### src/rtl/srom_pkg.sv
package srom_pkg;

    // ------------------------------------------------------------
    // Register indices (byte address is four times the index)
    // ------------------------------------------------------------
    localparam logic [5:0] IDX_MASTER_RESET = 6'h03;
    localparam logic [5:0] IDX_LP_LOW = 6'h0a;
    localparam logic [5:0] IDX_LP_MID = 6'h0b;
    localparam logic [5:0] IDX_LP_HIGH = 6'h0c;
    localparam logic [5:0] IDX_RE_LOW = 6'h0d;
    localparam logic [5:0] IDX_RE_MID = 6'h0e;
    localparam logic [5:0] IDX_RE_HIGH = 6'h0f;
    localparam logic [5:0] IDX_CTRL = 6'h10;
    localparam logic [5:0] IDX_STATUS = 6'h11;

    // ------------------------------------------------------------
    // Field layouts and reset values
    // ------------------------------------------------------------
    typedef struct packed {
        logic parity_word_mode;
        logic descramble_disable;
        logic force_out_of_frame;
        logic alternate_framing_select;
        logic section_parity_irq_mask;
        logic signal_loss_irq_mask;
        logic frame_loss_irq_mask;
        logic out_of_frame_irq_mask;
    } srom_ctrl_type;

    localparam logic [7:0] CTRL_RST = 8'h00;
    localparam int CTRL_FORCE_OUT_OF_FRAME_POS = 5;
    localparam int EV_B1_POS = 3;
    localparam int EV_LOS_POS = 2;
    localparam int EV_LOF_POS = 1;
    localparam int EV_OOF_POS = 0;
    localparam int CNT_W = 20;

    typedef struct packed {
        logic strobe;
        logic [7:0] data;
        logic bit_in;
    } srom_line_type;

    typedef enum logic [1:0] {
        FR_SEARCH = 2'b01,
        FR_SYNC = 2'b10
    } srom_frm_type;

    // ------------------------------------------------------------
    // Frame layout
    // ------------------------------------------------------------
    localparam logic [7:0] A1_BYTE = 8'hf6;
    localparam logic [7:0] A2_BYTE = 8'h28;
    localparam int ROW_BYTES = 90;
    localparam int FRAME_ROWS = 9;
    localparam logic [11:0] FRAME_LAST_STS1 = 12'(ROW_BYTES * FRAME_ROWS - 1);
    localparam logic [11:0] FRAME_LAST_STS3 = 12'(3 * ROW_BYTES * FRAME_ROWS - 1);
    localparam logic [11:0] B1_POS_STS1 = 12'(ROW_BYTES);
    localparam logic [11:0] B1_POS_STS3 = 12'(3 * ROW_BYTES);
    localparam logic [6:0] SCR_SEED = 7'h7f;
    localparam logic [2:0] OOF_BAD_FRAMES = 3'h4;
    localparam logic [1:0] LOS_CLEAR_WORDS = 2'h2;

    // ------------------------------------------------------------
    // Timing
    // ------------------------------------------------------------
    localparam int CLK_MHZ = 50;
    localparam int POLL_TIME_NS = 1000;
    localparam int POLL_CYCLES = POLL_TIME_NS * CLK_MHZ / 1000;
    localparam int LOS_TIME_NS = 20000;
    localparam int LOS_CYCLES = LOS_TIME_NS * CLK_MHZ / 1000;
    localparam int LOF_TIME_US = 3000;
    localparam int LOF_CYCLES = LOF_TIME_US * CLK_MHZ;

endpackage

### src/rtl/srom_top.sv
// Behaviour
// - Line parity errors accumulate in a 20-bit counter read over three byte registers.
// - Writing a line parity count address or master reset latches and clears the count.
// - Count transfer completes within 1 us; software reads only after that.
// - Remote error indications accumulate in a separate 20-bit counter, three registers.
// - Remote count write or master reset latches and restarts it within 1 us.
// - Out-of-frame mask set raises section interrupt on out-of-frame change.
// - Frame loss mask set raises section interrupt on frame loss change.
// - Signal loss mask set raises section interrupt on signal loss change.
// - Section parity mask set raises section interrupt on each B1 error.
// - Alternate framing checks only first A1 and first A2 nibble.
// - Default framing checks every A1 and A2 byte.
// - Force-out-of-frame write drops framing at next frame boundary.
// - Byte mode relies on external realignment; bit mode searches internally.
// - Force-out-of-frame is write-only; its read position always returns zero.
// - Descrambler bypassed while descramble disable is one.
// - Word mode flags one B1 error per frame, else every errored bit.
// - Out-of-frame holds until a valid framing pattern is found.
// - Frame loss declares and clears after 3 ms persistence.
// - Signal loss declares after 20 us of consecutive all-zero input.
// - Signal loss clears after two framing words with no zero period between.
// - Out-of-frame and frame loss events set on change, clear on status read.
// - Signal loss and parity events set on change or error, clear on read.
`timescale 1ns/1ps
module srom_top #(
    parameter int LOF_CYCLES = srom_pkg::LOF_CYCLES
) (
    // Clock and reset
    input wire logic clk_sys,
    input wire logic rst_b,
    // APB slave
    input wire logic psel,
    input wire logic penable,
    input wire logic pwrite,
    input wire logic [7:0] paddr,
    input wire logic [31:0] pwdata,
    output logic [31:0] prdata,
    output logic pready,
    output logic pslverr,
    // Line side
    input wire logic bit_serial_mode,
    input wire logic sts3_mode,
    input wire srom_pkg::srom_line_type line_in,
    input wire logic line_parity_err,
    input wire logic remote_error,
    // Receive stream and alarms
    output logic [7:0] rx_data_out,
    output logic rx_data_valid,
    output logic out_of_frame,
    output logic frame_loss,
    output logic signal_loss,
    output logic section_parity_error_out,
    output logic section_irq
);

    localparam int LOF_W = $clog2(LOF_CYCLES + 1);
    localparam int LOS_W = $clog2(srom_pkg::LOS_CYCLES + 1);

    if (LOF_CYCLES < 2) begin : g_bad_lof
        $error("LOF_CYCLES must be at least 2");
    end

    // ------------------------------------------------------------
    // Functions
    // ------------------------------------------------------------
    function automatic logic [14:0] scr_step(input logic [6:0] s);
        logic [6:0] st;
        logic [7:0] k;
        st = s;
        k = 8'h00;
        for (int i = 7; i >= 0; i--) begin
            k[i] = st[6];
            st = {st[5:0], st[6] ^ st[5]};
        end
        return {st, k};
    endfunction

    function automatic logic [3:0] popcnt(input logic [7:0] v);
        logic [3:0] c;
        c = 4'h0;
        for (int i = 0; i < 8; i++) begin
            c = c + {3'h0, v[i]};
        end
        return c;
    endfunction

    function automatic logic [srom_pkg::CNT_W-1:0] sat_inc(input logic [srom_pkg::CNT_W-1:0] c, input logic e);
        return (e && c != {srom_pkg::CNT_W{1'b1}}) ? c + 1'b1 : c;
    endfunction

    function automatic logic is_lp(input logic [5:0] i);
        return i == srom_pkg::IDX_LP_LOW || i == srom_pkg::IDX_LP_MID || i == srom_pkg::IDX_LP_HIGH;
    endfunction

    function automatic logic is_re(input logic [5:0] i);
        return i == srom_pkg::IDX_RE_LOW || i == srom_pkg::IDX_RE_MID || i == srom_pkg::IDX_RE_HIGH;
    endfunction

    // ------------------------------------------------------------
    // State
    // ------------------------------------------------------------
    srom_pkg::srom_frm_type st_r, st_nxt;
    srom_pkg::srom_ctrl_type ctrl_r;
    logic [11:0] pos_r;
    logic [7:0] prev_r;
    logic [15:0] bsr_r;
    logic [2:0] ph_r;
    logic fbad_r;
    logic [2:0] badcnt_r;
    logic force_out_of_frame_r;
    logic [6:0] scr_r;
    logic [7:0] bip_acc_r, bip_prev_r;
    logic bip_arm_r, bip_ok_r;
    logic [3:0] b1pend_r;
    logic [LOS_W-1:0] zrun_r;
    logic [1:0] loscnt_r;
    logic [LOF_W-1:0] lofcnt_r;
    logic [3:0] ev_r;
    logic [3:0] snap_r;
    logic [srom_pkg::CNT_W-1:0] lp_cnt_r, lp_hold_r, re_cnt_r, re_hold_r;
    logic oof_r, lof_r, los_r;

    // ------------------------------------------------------------
    // Byte assembly and framing
    // ------------------------------------------------------------
    wire logic searching = st_r == srom_pkg::FR_SEARCH;
    wire logic syncd = st_r == srom_pkg::FR_SYNC;
    wire logic [15:0] bwin = {bsr_r[14:0], line_in.bit_in};
    wire logic [15:0] pat = {srom_pkg::A1_BYTE, srom_pkg::A2_BYTE};
    // While searching in bit mode a pattern match in the bit window forces a byte boundary
    wire logic bit_hit = searching & (bwin == pat);
    wire logic stb = line_in.strobe & (~bit_serial_mode | ph_r == 3'h7 | bit_hit);
    wire logic [7:0] cur = bit_serial_mode ? bwin[7:0] : line_in.data;
    wire logic [15:0] win = bit_serial_mode ? bwin : {prev_r, cur};
    wire logic hit = stb & searching & (win == pat);
    wire logic [11:0] nn = sts3_mode ? 12'h003 : 12'h001;
    wire logic [11:0] a2_last = (nn << 1) - 12'h001;
    wire logic [11:0] soh_end = nn + (nn << 1);
    wire logic [11:0] last_pos = sts3_mode ? srom_pkg::FRAME_LAST_STS3 : srom_pkg::FRAME_LAST_STS1;
    wire logic [11:0] b1_pos = sts3_mode ? srom_pkg::B1_POS_STS3 : srom_pkg::B1_POS_STS1;
    wire logic frame_end = stb & pos_r == last_pos;
    wire logic in_a1 = pos_r < nn;
    wire logic in_a2 = pos_r >= nn && pos_r <= a2_last;
    wire logic bad_alt = (pos_r == 12'h000 && cur != srom_pkg::A1_BYTE) ||
                         (pos_r == nn && cur[7:4] != srom_pkg::A2_BYTE[7:4]);
    wire logic bad_all = (in_a1 && cur != srom_pkg::A1_BYTE) || (in_a2 && cur != srom_pkg::A2_BYTE);
    wire logic byte_bad = ctrl_r.alternate_framing_select ? bad_alt : bad_all;
    wire logic fw_end = stb & syncd & pos_r == a2_last;
    wire logic fw_bad = fw_end & (fbad_r | byte_bad);
    wire logic fw_good = fw_end & ~(fbad_r | byte_bad);
    wire logic oof_go = fw_bad & badcnt_r == srom_pkg::OOF_BAD_FRAMES - 3'h1;
    wire logic force_out_of_frame_go = force_out_of_frame_r & frame_end;

    always_comb begin
        case (st_r)
            srom_pkg::FR_SEARCH: st_nxt = hit ? srom_pkg::FR_SYNC : srom_pkg::FR_SEARCH;
            srom_pkg::FR_SYNC: st_nxt = (oof_go | force_out_of_frame_go) ? srom_pkg::FR_SEARCH : srom_pkg::FR_SYNC;
            default: st_nxt = srom_pkg::FR_SEARCH;
        endcase
    end

    wire logic oof_nxt = st_nxt == srom_pkg::FR_SEARCH;
    wire logic [11:0] pos_nxt = hit ? nn + 12'h001 : (stb ? (frame_end ? 12'h000 : pos_r + 12'h001) : pos_r);

    // ------------------------------------------------------------
    // Descrambler and section parity
    // ------------------------------------------------------------
    wire logic [14:0] ks = scr_step(scr_r);
    wire logic in_soh = pos_r < soh_end;
    wire logic [7:0] descr = (in_soh | ctrl_r.descramble_disable) ? cur : cur ^ ks[7:0];
    wire logic [7:0] b1x = bip_prev_r ^ descr;
    wire logic b1_at = stb & syncd & bip_ok_r & pos_r == b1_pos;
    wire logic b1_err = b1_at & (b1x != 8'h00);
    wire logic [3:0] b1_cnt = ctrl_r.parity_word_mode ? {3'h0, b1x != 8'h00} : popcnt(b1x);

    // ------------------------------------------------------------
    // Loss of signal and loss of frame
    // ------------------------------------------------------------
    wire logic zero_viol = zrun_r == LOS_W'(srom_pkg::LOS_CYCLES);
    wire logic fw_ok = hit | fw_good;
    wire logic los_clr = los_r & ~zero_viol & fw_ok & loscnt_r == srom_pkg::LOS_CLEAR_WORDS - 2'h1;
    wire logic los_nxt = zero_viol | (los_r & ~los_clr);
    wire logic lof_flip = oof_r != lof_r && lofcnt_r == LOF_W'(LOF_CYCLES - 1);

    // ------------------------------------------------------------
    // APB decode
    // ------------------------------------------------------------
    wire logic [5:0] idx = paddr[7:2];
    wire logic setup = psel & ~penable;
    wire logic done = psel & penable & pready;
    wire logic map_ok = paddr[1:0] == 2'h0 &&
                        (idx == srom_pkg::IDX_MASTER_RESET || is_lp(idx) || is_re(idx) ||
                         idx == srom_pkg::IDX_CTRL || idx == srom_pkg::IDX_STATUS);
    wire logic wr = done & pwrite & ~pslverr;
    wire logic rd_status = done & ~pwrite & ~pslverr & idx == srom_pkg::IDX_STATUS;
    wire logic poll_lp = wr & (is_lp(idx) | idx == srom_pkg::IDX_MASTER_RESET);
    wire logic poll_re = wr & (is_re(idx) | idx == srom_pkg::IDX_MASTER_RESET);
    wire logic ctrl_wr = wr & idx == srom_pkg::IDX_CTRL;
    wire logic [7:0] ctrl_rd = ctrl_r & ~(8'h01 << srom_pkg::CTRL_FORCE_OUT_OF_FRAME_POS);
    wire logic [7:0] status_rd = {1'b0, ev_r, los_r, lof_r, oof_r};
    wire logic [31:0] rd_val =
        idx == srom_pkg::IDX_LP_LOW ? {24'h000000, lp_hold_r[7:0]} :
        idx == srom_pkg::IDX_LP_MID ? {24'h000000, lp_hold_r[15:8]} :
        idx == srom_pkg::IDX_LP_HIGH ? {28'h0000000, lp_hold_r[19:16]} :
        idx == srom_pkg::IDX_RE_LOW ? {24'h000000, re_hold_r[7:0]} :
        idx == srom_pkg::IDX_RE_MID ? {24'h000000, re_hold_r[15:8]} :
        idx == srom_pkg::IDX_RE_HIGH ? {28'h0000000, re_hold_r[19:16]} :
        idx == srom_pkg::IDX_CTRL ? {24'h000000, ctrl_rd} :
        idx == srom_pkg::IDX_STATUS ? {24'h000000, status_rd} : 32'h00000000;

    // ------------------------------------------------------------
    // Events and interrupt
    // ------------------------------------------------------------
    wire logic [3:0] ev_set = {b1_err, los_nxt != los_r, lof_flip, oof_nxt != oof_r};
    // Only bits seen by the read are cleared, and a new set always wins
    wire logic [3:0] ev_nxt = (ev_r & ~(rd_status ? snap_r : 4'h0)) | ev_set;
    wire logic [3:0] ev_mask = {ctrl_r.section_parity_irq_mask, ctrl_r.signal_loss_irq_mask,
                                ctrl_r.frame_loss_irq_mask, ctrl_r.out_of_frame_irq_mask};

    // ------------------------------------------------------------
    // Framer registers
    // ------------------------------------------------------------
    always_ff @(posedge clk_sys or negedge rst_b) begin
        if (!rst_b) begin
            st_r <= srom_pkg::FR_SEARCH;
            oof_r <= 1'b1;
            pos_r <= 12'h000;
            prev_r <= 8'h00;
            bsr_r <= 16'h0000;
            ph_r <= 3'h0;
        end else begin
            st_r <= st_nxt;
            oof_r <= oof_nxt;
            pos_r <= pos_nxt;
            prev_r <= stb ? cur : prev_r;
            bsr_r <= line_in.strobe ? bwin : bsr_r;
            ph_r <= stb ? 3'h0 : (line_in.strobe ? ph_r + 3'h1 : ph_r);
        end
    end

    always_ff @(posedge clk_sys or negedge rst_b) begin
        if (!rst_b) begin
            fbad_r <= 1'b0;
            badcnt_r <= 3'h0;
            force_out_of_frame_r <= 1'b0;
        end else begin
            fbad_r <= hit ? 1'b0 : (stb ? (pos_r == 12'h000 ? byte_bad : fbad_r | byte_bad) : fbad_r);
            badcnt_r <= (hit | fw_good | oof_go) ? 3'h0 : (fw_bad ? badcnt_r + 3'h1 : badcnt_r);
            force_out_of_frame_r <= (ctrl_wr & pwdata[srom_pkg::CTRL_FORCE_OUT_OF_FRAME_POS]) | (force_out_of_frame_r & ~frame_end);
        end
    end

    // ------------------------------------------------------------
    // Stream and parity registers
    // ------------------------------------------------------------
    always_ff @(posedge clk_sys or negedge rst_b) begin
        if (!rst_b) begin
            scr_r <= srom_pkg::SCR_SEED;
            rx_data_out <= 8'h00;
            rx_data_valid <= 1'b0;
            bip_acc_r <= 8'h00;
            bip_prev_r <= 8'h00;
        end else begin
            scr_r <= stb ? (in_soh ? srom_pkg::SCR_SEED : ks[14:8]) : scr_r;
            rx_data_out <= stb ? descr : rx_data_out;
            rx_data_valid <= stb & syncd;
            bip_acc_r <= stb ? (frame_end ? 8'h00 : bip_acc_r ^ cur) : bip_acc_r;
            bip_prev_r <= frame_end ? bip_acc_r ^ cur : bip_prev_r;
        end
    end

    // A parity check needs one whole frame in sync behind it
    always_ff @(posedge clk_sys or negedge rst_b) begin
        if (!rst_b) begin
            bip_arm_r <= 1'b0;
            bip_ok_r <= 1'b0;
            b1pend_r <= 4'h0;
            section_parity_error_out <= 1'b0;
        end else begin
            bip_arm_r <= searching ? 1'b0 : (frame_end ? 1'b1 : bip_arm_r);
            bip_ok_r <= searching ? 1'b0 : (frame_end ? bip_arm_r : bip_ok_r);
            b1pend_r <= b1_at ? b1_cnt : (b1pend_r != 4'h0 ? b1pend_r - 4'h1 : 4'h0);
            section_parity_error_out <= b1pend_r != 4'h0;
        end
    end

    // ------------------------------------------------------------
    // Alarm registers
    // ------------------------------------------------------------
    always_ff @(posedge clk_sys or negedge rst_b) begin
        if (!rst_b) begin
            zrun_r <= '0;
            loscnt_r <= 2'h0;
            los_r <= 1'b0;
            lofcnt_r <= '0;
            lof_r <= 1'b0;
        end else begin
            zrun_r <= (stb && cur != 8'h00) ? '0 : (zero_viol ? zrun_r : zrun_r + 1'b1);
            loscnt_r <= (zero_viol | ~los_r | los_clr) ? 2'h0 : (fw_ok ? loscnt_r + 2'h1 : loscnt_r);
            los_r <= los_nxt;
            lofcnt_r <= (oof_r == lof_r || lof_flip) ? '0 : lofcnt_r + 1'b1;
            lof_r <= lof_flip ? ~lof_r : lof_r;
        end
    end

    always_ff @(posedge clk_sys or negedge rst_b) begin
        if (!rst_b) begin
            ev_r <= 4'h0;
            section_irq <= 1'b0;
            out_of_frame <= 1'b1;
            frame_loss <= 1'b0;
            signal_loss <= 1'b0;
        end else begin
            ev_r <= ev_nxt;
            section_irq <= (ev_nxt & ev_mask) != 4'h0;
            out_of_frame <= oof_nxt;
            frame_loss <= lof_flip ? ~lof_r : lof_r;
            signal_loss <= los_nxt;
        end
    end

    // ------------------------------------------------------------
    // Error counters
    // ------------------------------------------------------------
    // Polling takes one clock, far inside the allowed settling time
    always_ff @(posedge clk_sys or negedge rst_b) begin
        if (!rst_b) begin
            lp_cnt_r <= '0;
            lp_hold_r <= '0;
            re_cnt_r <= '0;
            re_hold_r <= '0;
        end else begin
            lp_cnt_r <= poll_lp ? CNT_ONE(line_parity_err) : sat_inc(lp_cnt_r, line_parity_err);
            lp_hold_r <= poll_lp ? lp_cnt_r : lp_hold_r;
            re_cnt_r <= poll_re ? CNT_ONE(remote_error) : sat_inc(re_cnt_r, remote_error);
            re_hold_r <= poll_re ? re_cnt_r : re_hold_r;
        end
    end

    function automatic logic [srom_pkg::CNT_W-1:0] CNT_ONE(input logic e);
        return {{(srom_pkg::CNT_W - 1){1'b0}}, e};
    endfunction

    // ------------------------------------------------------------
    // APB slave
    // ------------------------------------------------------------
    always_ff @(posedge clk_sys or negedge rst_b) begin
        if (!rst_b) begin
            ctrl_r <= srom_pkg::CTRL_RST;
            pready <= 1'b0;
            pslverr <= 1'b0;
            prdata <= 32'h00000000;
            snap_r <= 4'h0;
        end else begin
            ctrl_r <= ctrl_wr ? (pwdata[7:0] & ~(8'h01 << srom_pkg::CTRL_FORCE_OUT_OF_FRAME_POS)) : ctrl_r;
            pready <= setup;
            pslverr <= setup & ~map_ok;
            prdata <= setup ? (map_ok ? rd_val : 32'h00000000) : prdata;
            snap_r <= setup ? ev_r : snap_r;
        end
    end

endmodule // srom_top

### config.mk
export PLATFORM = sky130hd
export DESIGN_NAME = srom_top
export DESIGN_NICKNAME = d
export VERILOG_FILES = /design/src/rtl/srom_pkg.sv /design/src/rtl/srom_top.sv
export SDC_FILE = /design/constraint.sdc
export NUM_CORES = 1
export LEC_CHECK = 0
export BUFFER_PORTS_ARGS = -buffer_cell sky130_fd_sc_hd__buf_2
export CAP_MARGIN = 15
export CORE_MARGIN = 5
export CORE_UTILIZATION = 54
export CTS_CLUSTER_DIAMETER = 100
export DETAILED_ROUTE_END_ITERATION = 7
export GPL_TIMING_DRIVEN = 1
export PLACE_DENSITY = 0.72
export SETUP_SLACK_MARGIN = 0.05
export SLEW_MARGIN = 25
export SYNTH_ARGS = -nofsm -noshare
export SYNTH_HDL_FRONTEND = slang
export SYNTH_SLANG_ARGS = --single-unit
### constraint.sdc
create_clock -name clk_sys -period 6.21 [get_ports clk_sys]
set_input_delay 1.242 -clock clk_sys [delete_from_list [all_inputs] [get_ports clk_sys]]
set_output_delay 1.242 -clock clk_sys [all_outputs]
set_load 0.02 [all_outputs]
=== Word level (Yosys, flattened, before mapping) ===
Cells that the tools add are included.

* Bits in registers: 247
* Input bits: 59
* Word-level logic and storage cells: 249

* Eq/ne operators: 33
* Order comparisons: 4
* Muxes and demuxes: 48
* Bitwise logic cells: 71
* Add/subtract/negate cells: 19
* Reductions and logical operators: 34

{| class="wikitable"
|+ Operators with widths
! cell !! count
|-
| two-way mux 8 bit || 11
|-
| two-way mux 20 bit || 4
|-
| two-way mux 12 bit || 4
|-
| adder 20 x 1 -> 20 bit (second input constant) || 2
|-
| != test 20 bit (second input constant) || 2
|-
| == test 6 x 4 -> 1 bit (second input constant) || 6
|-
| bitwise AND 1 bit || 32
|-
| == test 16 bit (second input constant) || 2
|-
| == test 12 bit || 2
|-
| XOR 8 bit || 3
|-
| two-way mux 10 bit || 2
|-
| adder 18 x 1 -> 18 bit (second input constant) || 1
|-
| == test 18 bit (second input constant) || 1
|-
| two-way mux 18 bit || 1
|-
| adder 4 x 1 -> 4 bit || 4
|-
| two-way mux 16 bit || 1
|-
| two-way mux 4 bit || 4
|-
| nonzero test 8 bit || 2
|-
| two-way mux 7 bit || 2
|-
| nonzero test 2 bit || 7
|-
| bitwise OR 1 bit || 13
|-
| adder 12 x 1 -> 12 bit (second input constant) || 1
|-
| == test 12 x 2 -> 1 bit || 1
|-
| == test 12 x 9 -> 1 bit || 1
|-
| 42 further kinds || 100
|}

=== Depth between registers and ports, before layout ===
* Depth in word-level cells: 20
* Gate-level depth with buffers: 20
* Depth with buffers taken out: 19

=== Least setup slack after synthesis ===
No wires, ideal clock.

* Kind: input to register
* From: in sts3_mode
* To: reg b1pend_r[2]
* Path slack: 854 ps
* Path buffers: 1
* Arrival: 5238 ps
* Cell stages on the path: 20
* Cell sequence: inv_1 > ha_1 > nor2b_1 > o31ai_1 > and2_1 > buf_4 > nor2_1 > nand2_1 > xnor2_1 > xnor2_1 > fa_1 > fa_1 > fa_1 > inv_1 > ha_1 > inv_1 > fa_1 > xor2_1 > nor3_1 > a21o_1

* Longest elaborated chain between the ends: 15
* Elaborated cells between the ends (all ways): 18
* Classes of those cells: add/sub: 8; order compare: 1; eq/ne: 1; mux: 5; bitwise: 3

{| class="wikitable"
|+ Ends and longest elaborated chain
! element !! line !! text
|-
| start: declaration || srom_top.sv:42 || <nowiki>input wire logic sts3_mode,</nowiki>
|-
| two-way mux 2 bit || srom_top.sv:136 || <nowiki>wire logic [11:0] nn = sts3_mode ? 12'h003 : 12'h001;</nowiki>
|-
| adder 2 x 3 -> 4 bit || srom_top.sv:138 || <nowiki>wire logic [11:0] soh_end = nn + (nn << 1);</nowiki>
|-
| < comparator 12 x 4 -> 1 bit || srom_top.sv:169 || <nowiki>wire logic in_soh = pos_r < soh_end;</nowiki>
|-
| bitwise OR 1 bit || srom_top.sv:170 || <nowiki>wire logic [7:0] descr = (in_soh | ctrl_r.descramble_disable) ? cur : cur ^ ks[7:0];</nowiki>
|-
| two-way mux 8 bit || srom_top.sv:170 ||
|-
| XOR 8 bit || srom_top.sv:171 || <nowiki>wire logic [7:0] b1x = bip_prev_r ^ descr;</nowiki>
|-
| adder 1 x 1 -> 2 bit || srom_top.sv:82 || <nowiki>c = c + {3'h0, v[i]};</nowiki>
|-
| adder 2 x 1 -> 3 bit || srom_top.sv:82 ||
|-
| adder 3 x 1 -> 4 bit || srom_top.sv:82 ||
|-
| adder 4 x 1 -> 4 bit (4 in series) || srom_top.sv:82 ||
|-
| two-way mux 4 bit || srom_top.sv:174 || <nowiki>wire logic [3:0] b1_cnt = ctrl_r.parity_word_mode ? {3'h0, b1x != 8'h00} : popcnt(b1x);</nowiki>
|-
| two-way mux 4 bit * || srom_top.sv:282 || <nowiki>b1pend_r <= b1_at ? b1_cnt : (b1pend_r != 4'h0 ? b1pend_r - 4'h1 : 4'h0);</nowiki>
|-
| end signal: assignment || srom_top.sv:282 ||
|-
| end: declaration || srom_top.sv:114 || <nowiki>logic [3:0] b1pend_r;</nowiki>
|}

Every way passes the cells marked *; elsewhere a longest branch is shown, timed or not.
A chain may end at the register's enable or synchronous reset.

=== Final worst setup path ===
Ends and elaborated chain as after synthesis.

==> results.ini <==
[power_and_ir_drop]
ir_drop_mv = 0.184
power_report.internal_total_uw = 3170
power_per_cell_area_mw_per_mm2 = 360
share_comb_of_total_power_pct = 28.6
static-leakage-power_uw = 0.00612
pwr-share-seq_pct = 40.1
switching_pwr_uw = 1540
total_power_uw = 4710
power.share.switching_pct = 32.7
clock_power_share_pct = 31.3

[worst_setup_path]
critPathKind = input port to flop
timing_endpoint_of_the_critical_path = b1pend_r[2]
worstPathArrival_ns = 5.54
worst_ep_required_time_ns = 6.61
cells_along_the_critical_path = buf_2 -> inv_1 -> ha_1 -> nor2b_1 -> o31ai_1 -> and2_1 -> nor2_1 -> nand2_1 -> xnor2_1 -> xnor2_1 -> fa_1 -> fa_1 -> fa_1 -> inv_1 -> ha_1 -> inv_1 -> fa_1 -> xor2_1 -> nor3_1 -> a21o_1
timing.reg2reg.setup_slack_ns = 1.35
critPathLaunchType = input port
critPathSlowestCell = fa_1
cp_common_cell = fa_1
critical_path_peak_fanout = 9
critical_path_capture_point_type = flop
critical_path.reg2reg.endpoint = b1pend_r[2]
worst_path_largest_cell_delay_ns = 0.50
r2r_cells = 17
r2r-start = pos_r[5]
critical_path.startpoint = sts3_mode

[synthesis]
yosys-top-cells-count = 214 x dfrtp_1, 142 x nand2_1, 124 x nor2_1
synthArstFlopShare_pct = 100
seq_area_frac_synth_pct = 47.7
yosys-top-cells-area = dfrtp_1 46%, mux2_2 6.0%, nand2_1 4.5%
synth-compound-area-share_pct = 10.5
synth_most_common_cell = dfrtp_1
synth_top_cell_area_share_pct = 45.6
syn-instance-count = 1170
syn-cell-area_sq_mm = 0.0117
muxShareOfSynthArea_pct = 7.72
synth_fa_ha_area_share_pct = 3.35
yosys.area_share.simple_pct = 18.3
synthesis.area_per_instance_sq_um = 10.0
synth-main-ff-cell = dfrtp_1
synthXorXnorAreaFrac_pct = 7.77
yosysWarningCount = 0
synth_cell_types = 81
ys_seq_elements = 223
synth_enable_flop_cells = 0
synth_top_family_by_area = simple AND/OR/NAND/NOR gates
synth.largest_area_cell = dfrtp_1

[clock_network]
clk_pin_slew_worst_paths_ns = 0.06
cts_post_setup_buffers_inserted = 0
max-clock-path-buffers = 3
ctsResizeCount = 0
clock_tree_from_tritoncts = done
cts_htree_levels = 1
clock_tree.root_cell = clkbuf_16
worst_skew_pair.late_latency_ns = 0.51
cts_hold_repair.buffers = 0
cts.sink_count = 223
cts_buffers = 25

[sta]
maxClockFrequency_mhz = 194
postLayoutSetupSlackWorst_ns = 1.06
layout_worst_path_cycle_share_pct = 82.9
fin_setup_tns_ns = 0
timing.slew.headroom_pct = 31.7
setup_viol = 0
fin_worst_skew_ns = 0.00632
rsz_0062_raised_after_global_routing = no
finalHoldViolations = 0
timing_worst_slew_pin_value_ns = 1.02
minimum_clock_period_after_layout_ns = 5.15
slew_violations = 0
worst_hold_margin_ns = 0.464

[die]
core_outline_area_sq_mm = 0.0216
floorplan.initialDensity_pct = 54.3
io_pins = 107
die_ar_sq_mm = 0.0248
die_width_um = 157
height_of_the_die_um = 157
rows = 54

[global_route]
grt_antenna_before_repair = 0
grt_max_degree = 129
grt.total_usage_pct = 21.2
via_count_of_the_first_global_routing_pass = 8499
gr-total-overflow = 0
grt_pass1_wl_mm = 43.0

[route]
detailroute.via_count = 8629
drc = 0
route.antenna.remaining_nets = 0
drt_pass1_iterations = 5
drt-initial-drc-count = 648
detail_route.wirelength_mm = 25.6
wl_per_cell_um = 16.8
vias_per_cell = 5.67

[hold_path]
whs_path_depth = 1
holdCritPathClass = flop to flop

[cells_and_area]
fin_nets = 1313
share_of_post_route_cells_with_drive_strength_above_1_pct = 17.0
layout.filler_cells = 1826
ff_latch_area_sq_mm = 0.00559
number_of_antenna_repair_diodes = 0
area_growth_syn_to_layout_pct = 11.6
multiInputGateArea_sq_mm = 0.00572
design_area_sq_mm = 0.0131

[placement]
detailed_place.area_sq_mm = 0.0122
post-place-ws_ns = 0.544
gpl.final_weighted_congestion = 0.841
hpwl_mm = 17.9
io_buffers = 58

[flow_run]
drv_cap = 0

[run_status]
status = finished, final reports clean

[registers in the layout, indices dropped and copies added, names as in the netlist, 10 cells and up]
register / count
re_cnt_r: 20
lp_cnt_r: 20
pos_r: 12
re_hold_r: 20
lofcnt_r: 18
bsr_r: 15
zrun_r: 10
lp_hold_r: 20
[per-layer routing]
metal | part of all wire (%) | GRT usage [%] | vias to the layer above | wire length [um]
met4 | 1.8 | 4.79 | 0 | 471
met5 | 0 | 0 | - | 0
li1 | - | - | 4121 | -
met2 | 49 | 35.5 | 200 | 12400
met3 | 4.7 | 3.19 | 39 | 1210
met1 | 45 | 29.3 | 4269 | 11500
[cell type report]
class / instances / area share [%]
multi-input cells: 855 / 43.7
flip-flops and latches: 223 / 42.7
clock buffers: 40 / 5.97
repair buffers: 68 / 3.12
well taps: 280 / 2.68
inverters: 52 / 1.49
clock inverters: 5 / 0.382
[per-stage QoR]
step | util [%] | cells
2_1_floorplan | - | 1193
3_3_place_gp | 56.6 | 1477
3_5_place_dp | 56.6 | 1477
4_1_cts | 60.4 | 1522
5_1_grt | 60.6 | 1523
6_report | 60.6 | 1523
[power by group through the flow]
stage	Combinational, uW	Sequential [uW]	Clock (uW)
2_1_floorplan	1040	1880	0
3_3_place_gp	1300	1900	0
3_5_place_dp	1340	1910	0
4_1_cts	1360	1890	1500
5_1_grt	1570	1920	1580
6_report	1350	1890	1480
[cell families after synthesis]
family          after synthesis
compound gates              184
xor+xnor                     97
fa+ha+maj                    29
buf+inv                     115
flops                       223
mux                          81
other cells                   1
simple gates                440
[worst min path at each step]
stage,start,to
after floorplan,lofcnt_r[0],lofcnt_r[0]
after global placement,lofcnt_r[0],lofcnt_r[0]
after detailed placement,rx_data_out[3],rx_data_out[3]
after CTS,lofcnt_r[0],lofcnt_r[0]
after global routing,lofcnt_r[0],lofcnt_r[0]
final,lofcnt_r[0],lofcnt_r[0]
[layout by cell type (no fill, tap or decap), types with 4 or more instances in the layout]
master / count
a22oi_1: 4
inv_1: 52
and3_1: 20
nand4_1: 19
a22o_1: 13
o21ai_0: 76
nand2_1: 142
conb_1: 24
clkbuf_8: 10
buf_2: 57
fa_1: 4
xnor2_1: 39
clkinv_2: 4
dfstp_2: 9
xor2_1: 53
mux2i_1: 16
and4_1: 5
nand3_1: 37
a211oi_1: 7
o22ai_1: 5
nor2_1: 124
nand2b_1: 8
clkbuf_1: 5
mux2_2: 63
a21o_1: 5
nor3_1: 15
nand4b_1: 4
nor2b_1: 8
nor4_1: 5
or3_1: 12
a31oi_1: 4
and2_1: 8
buf_4: 8
nor3b_1: 6
clkbuf_16: 25
dfrtp_1: 214
ha_1: 25
a21oi_1: 28
xnor3_1: 4
[critical path: cells and delay by family]
kind / cells / cell delay, ns
AND/OR/NAND/NOR: 5 / 0.66
XOR/XNOR: 3 / 0.50
buffers and inverters: 4 / 0.38
AO/OA/AOI/OAI: 2 / 0.46
adder cells (fa/ha/maj): 6 / 2.31
(Power assumes the default switching activity.)
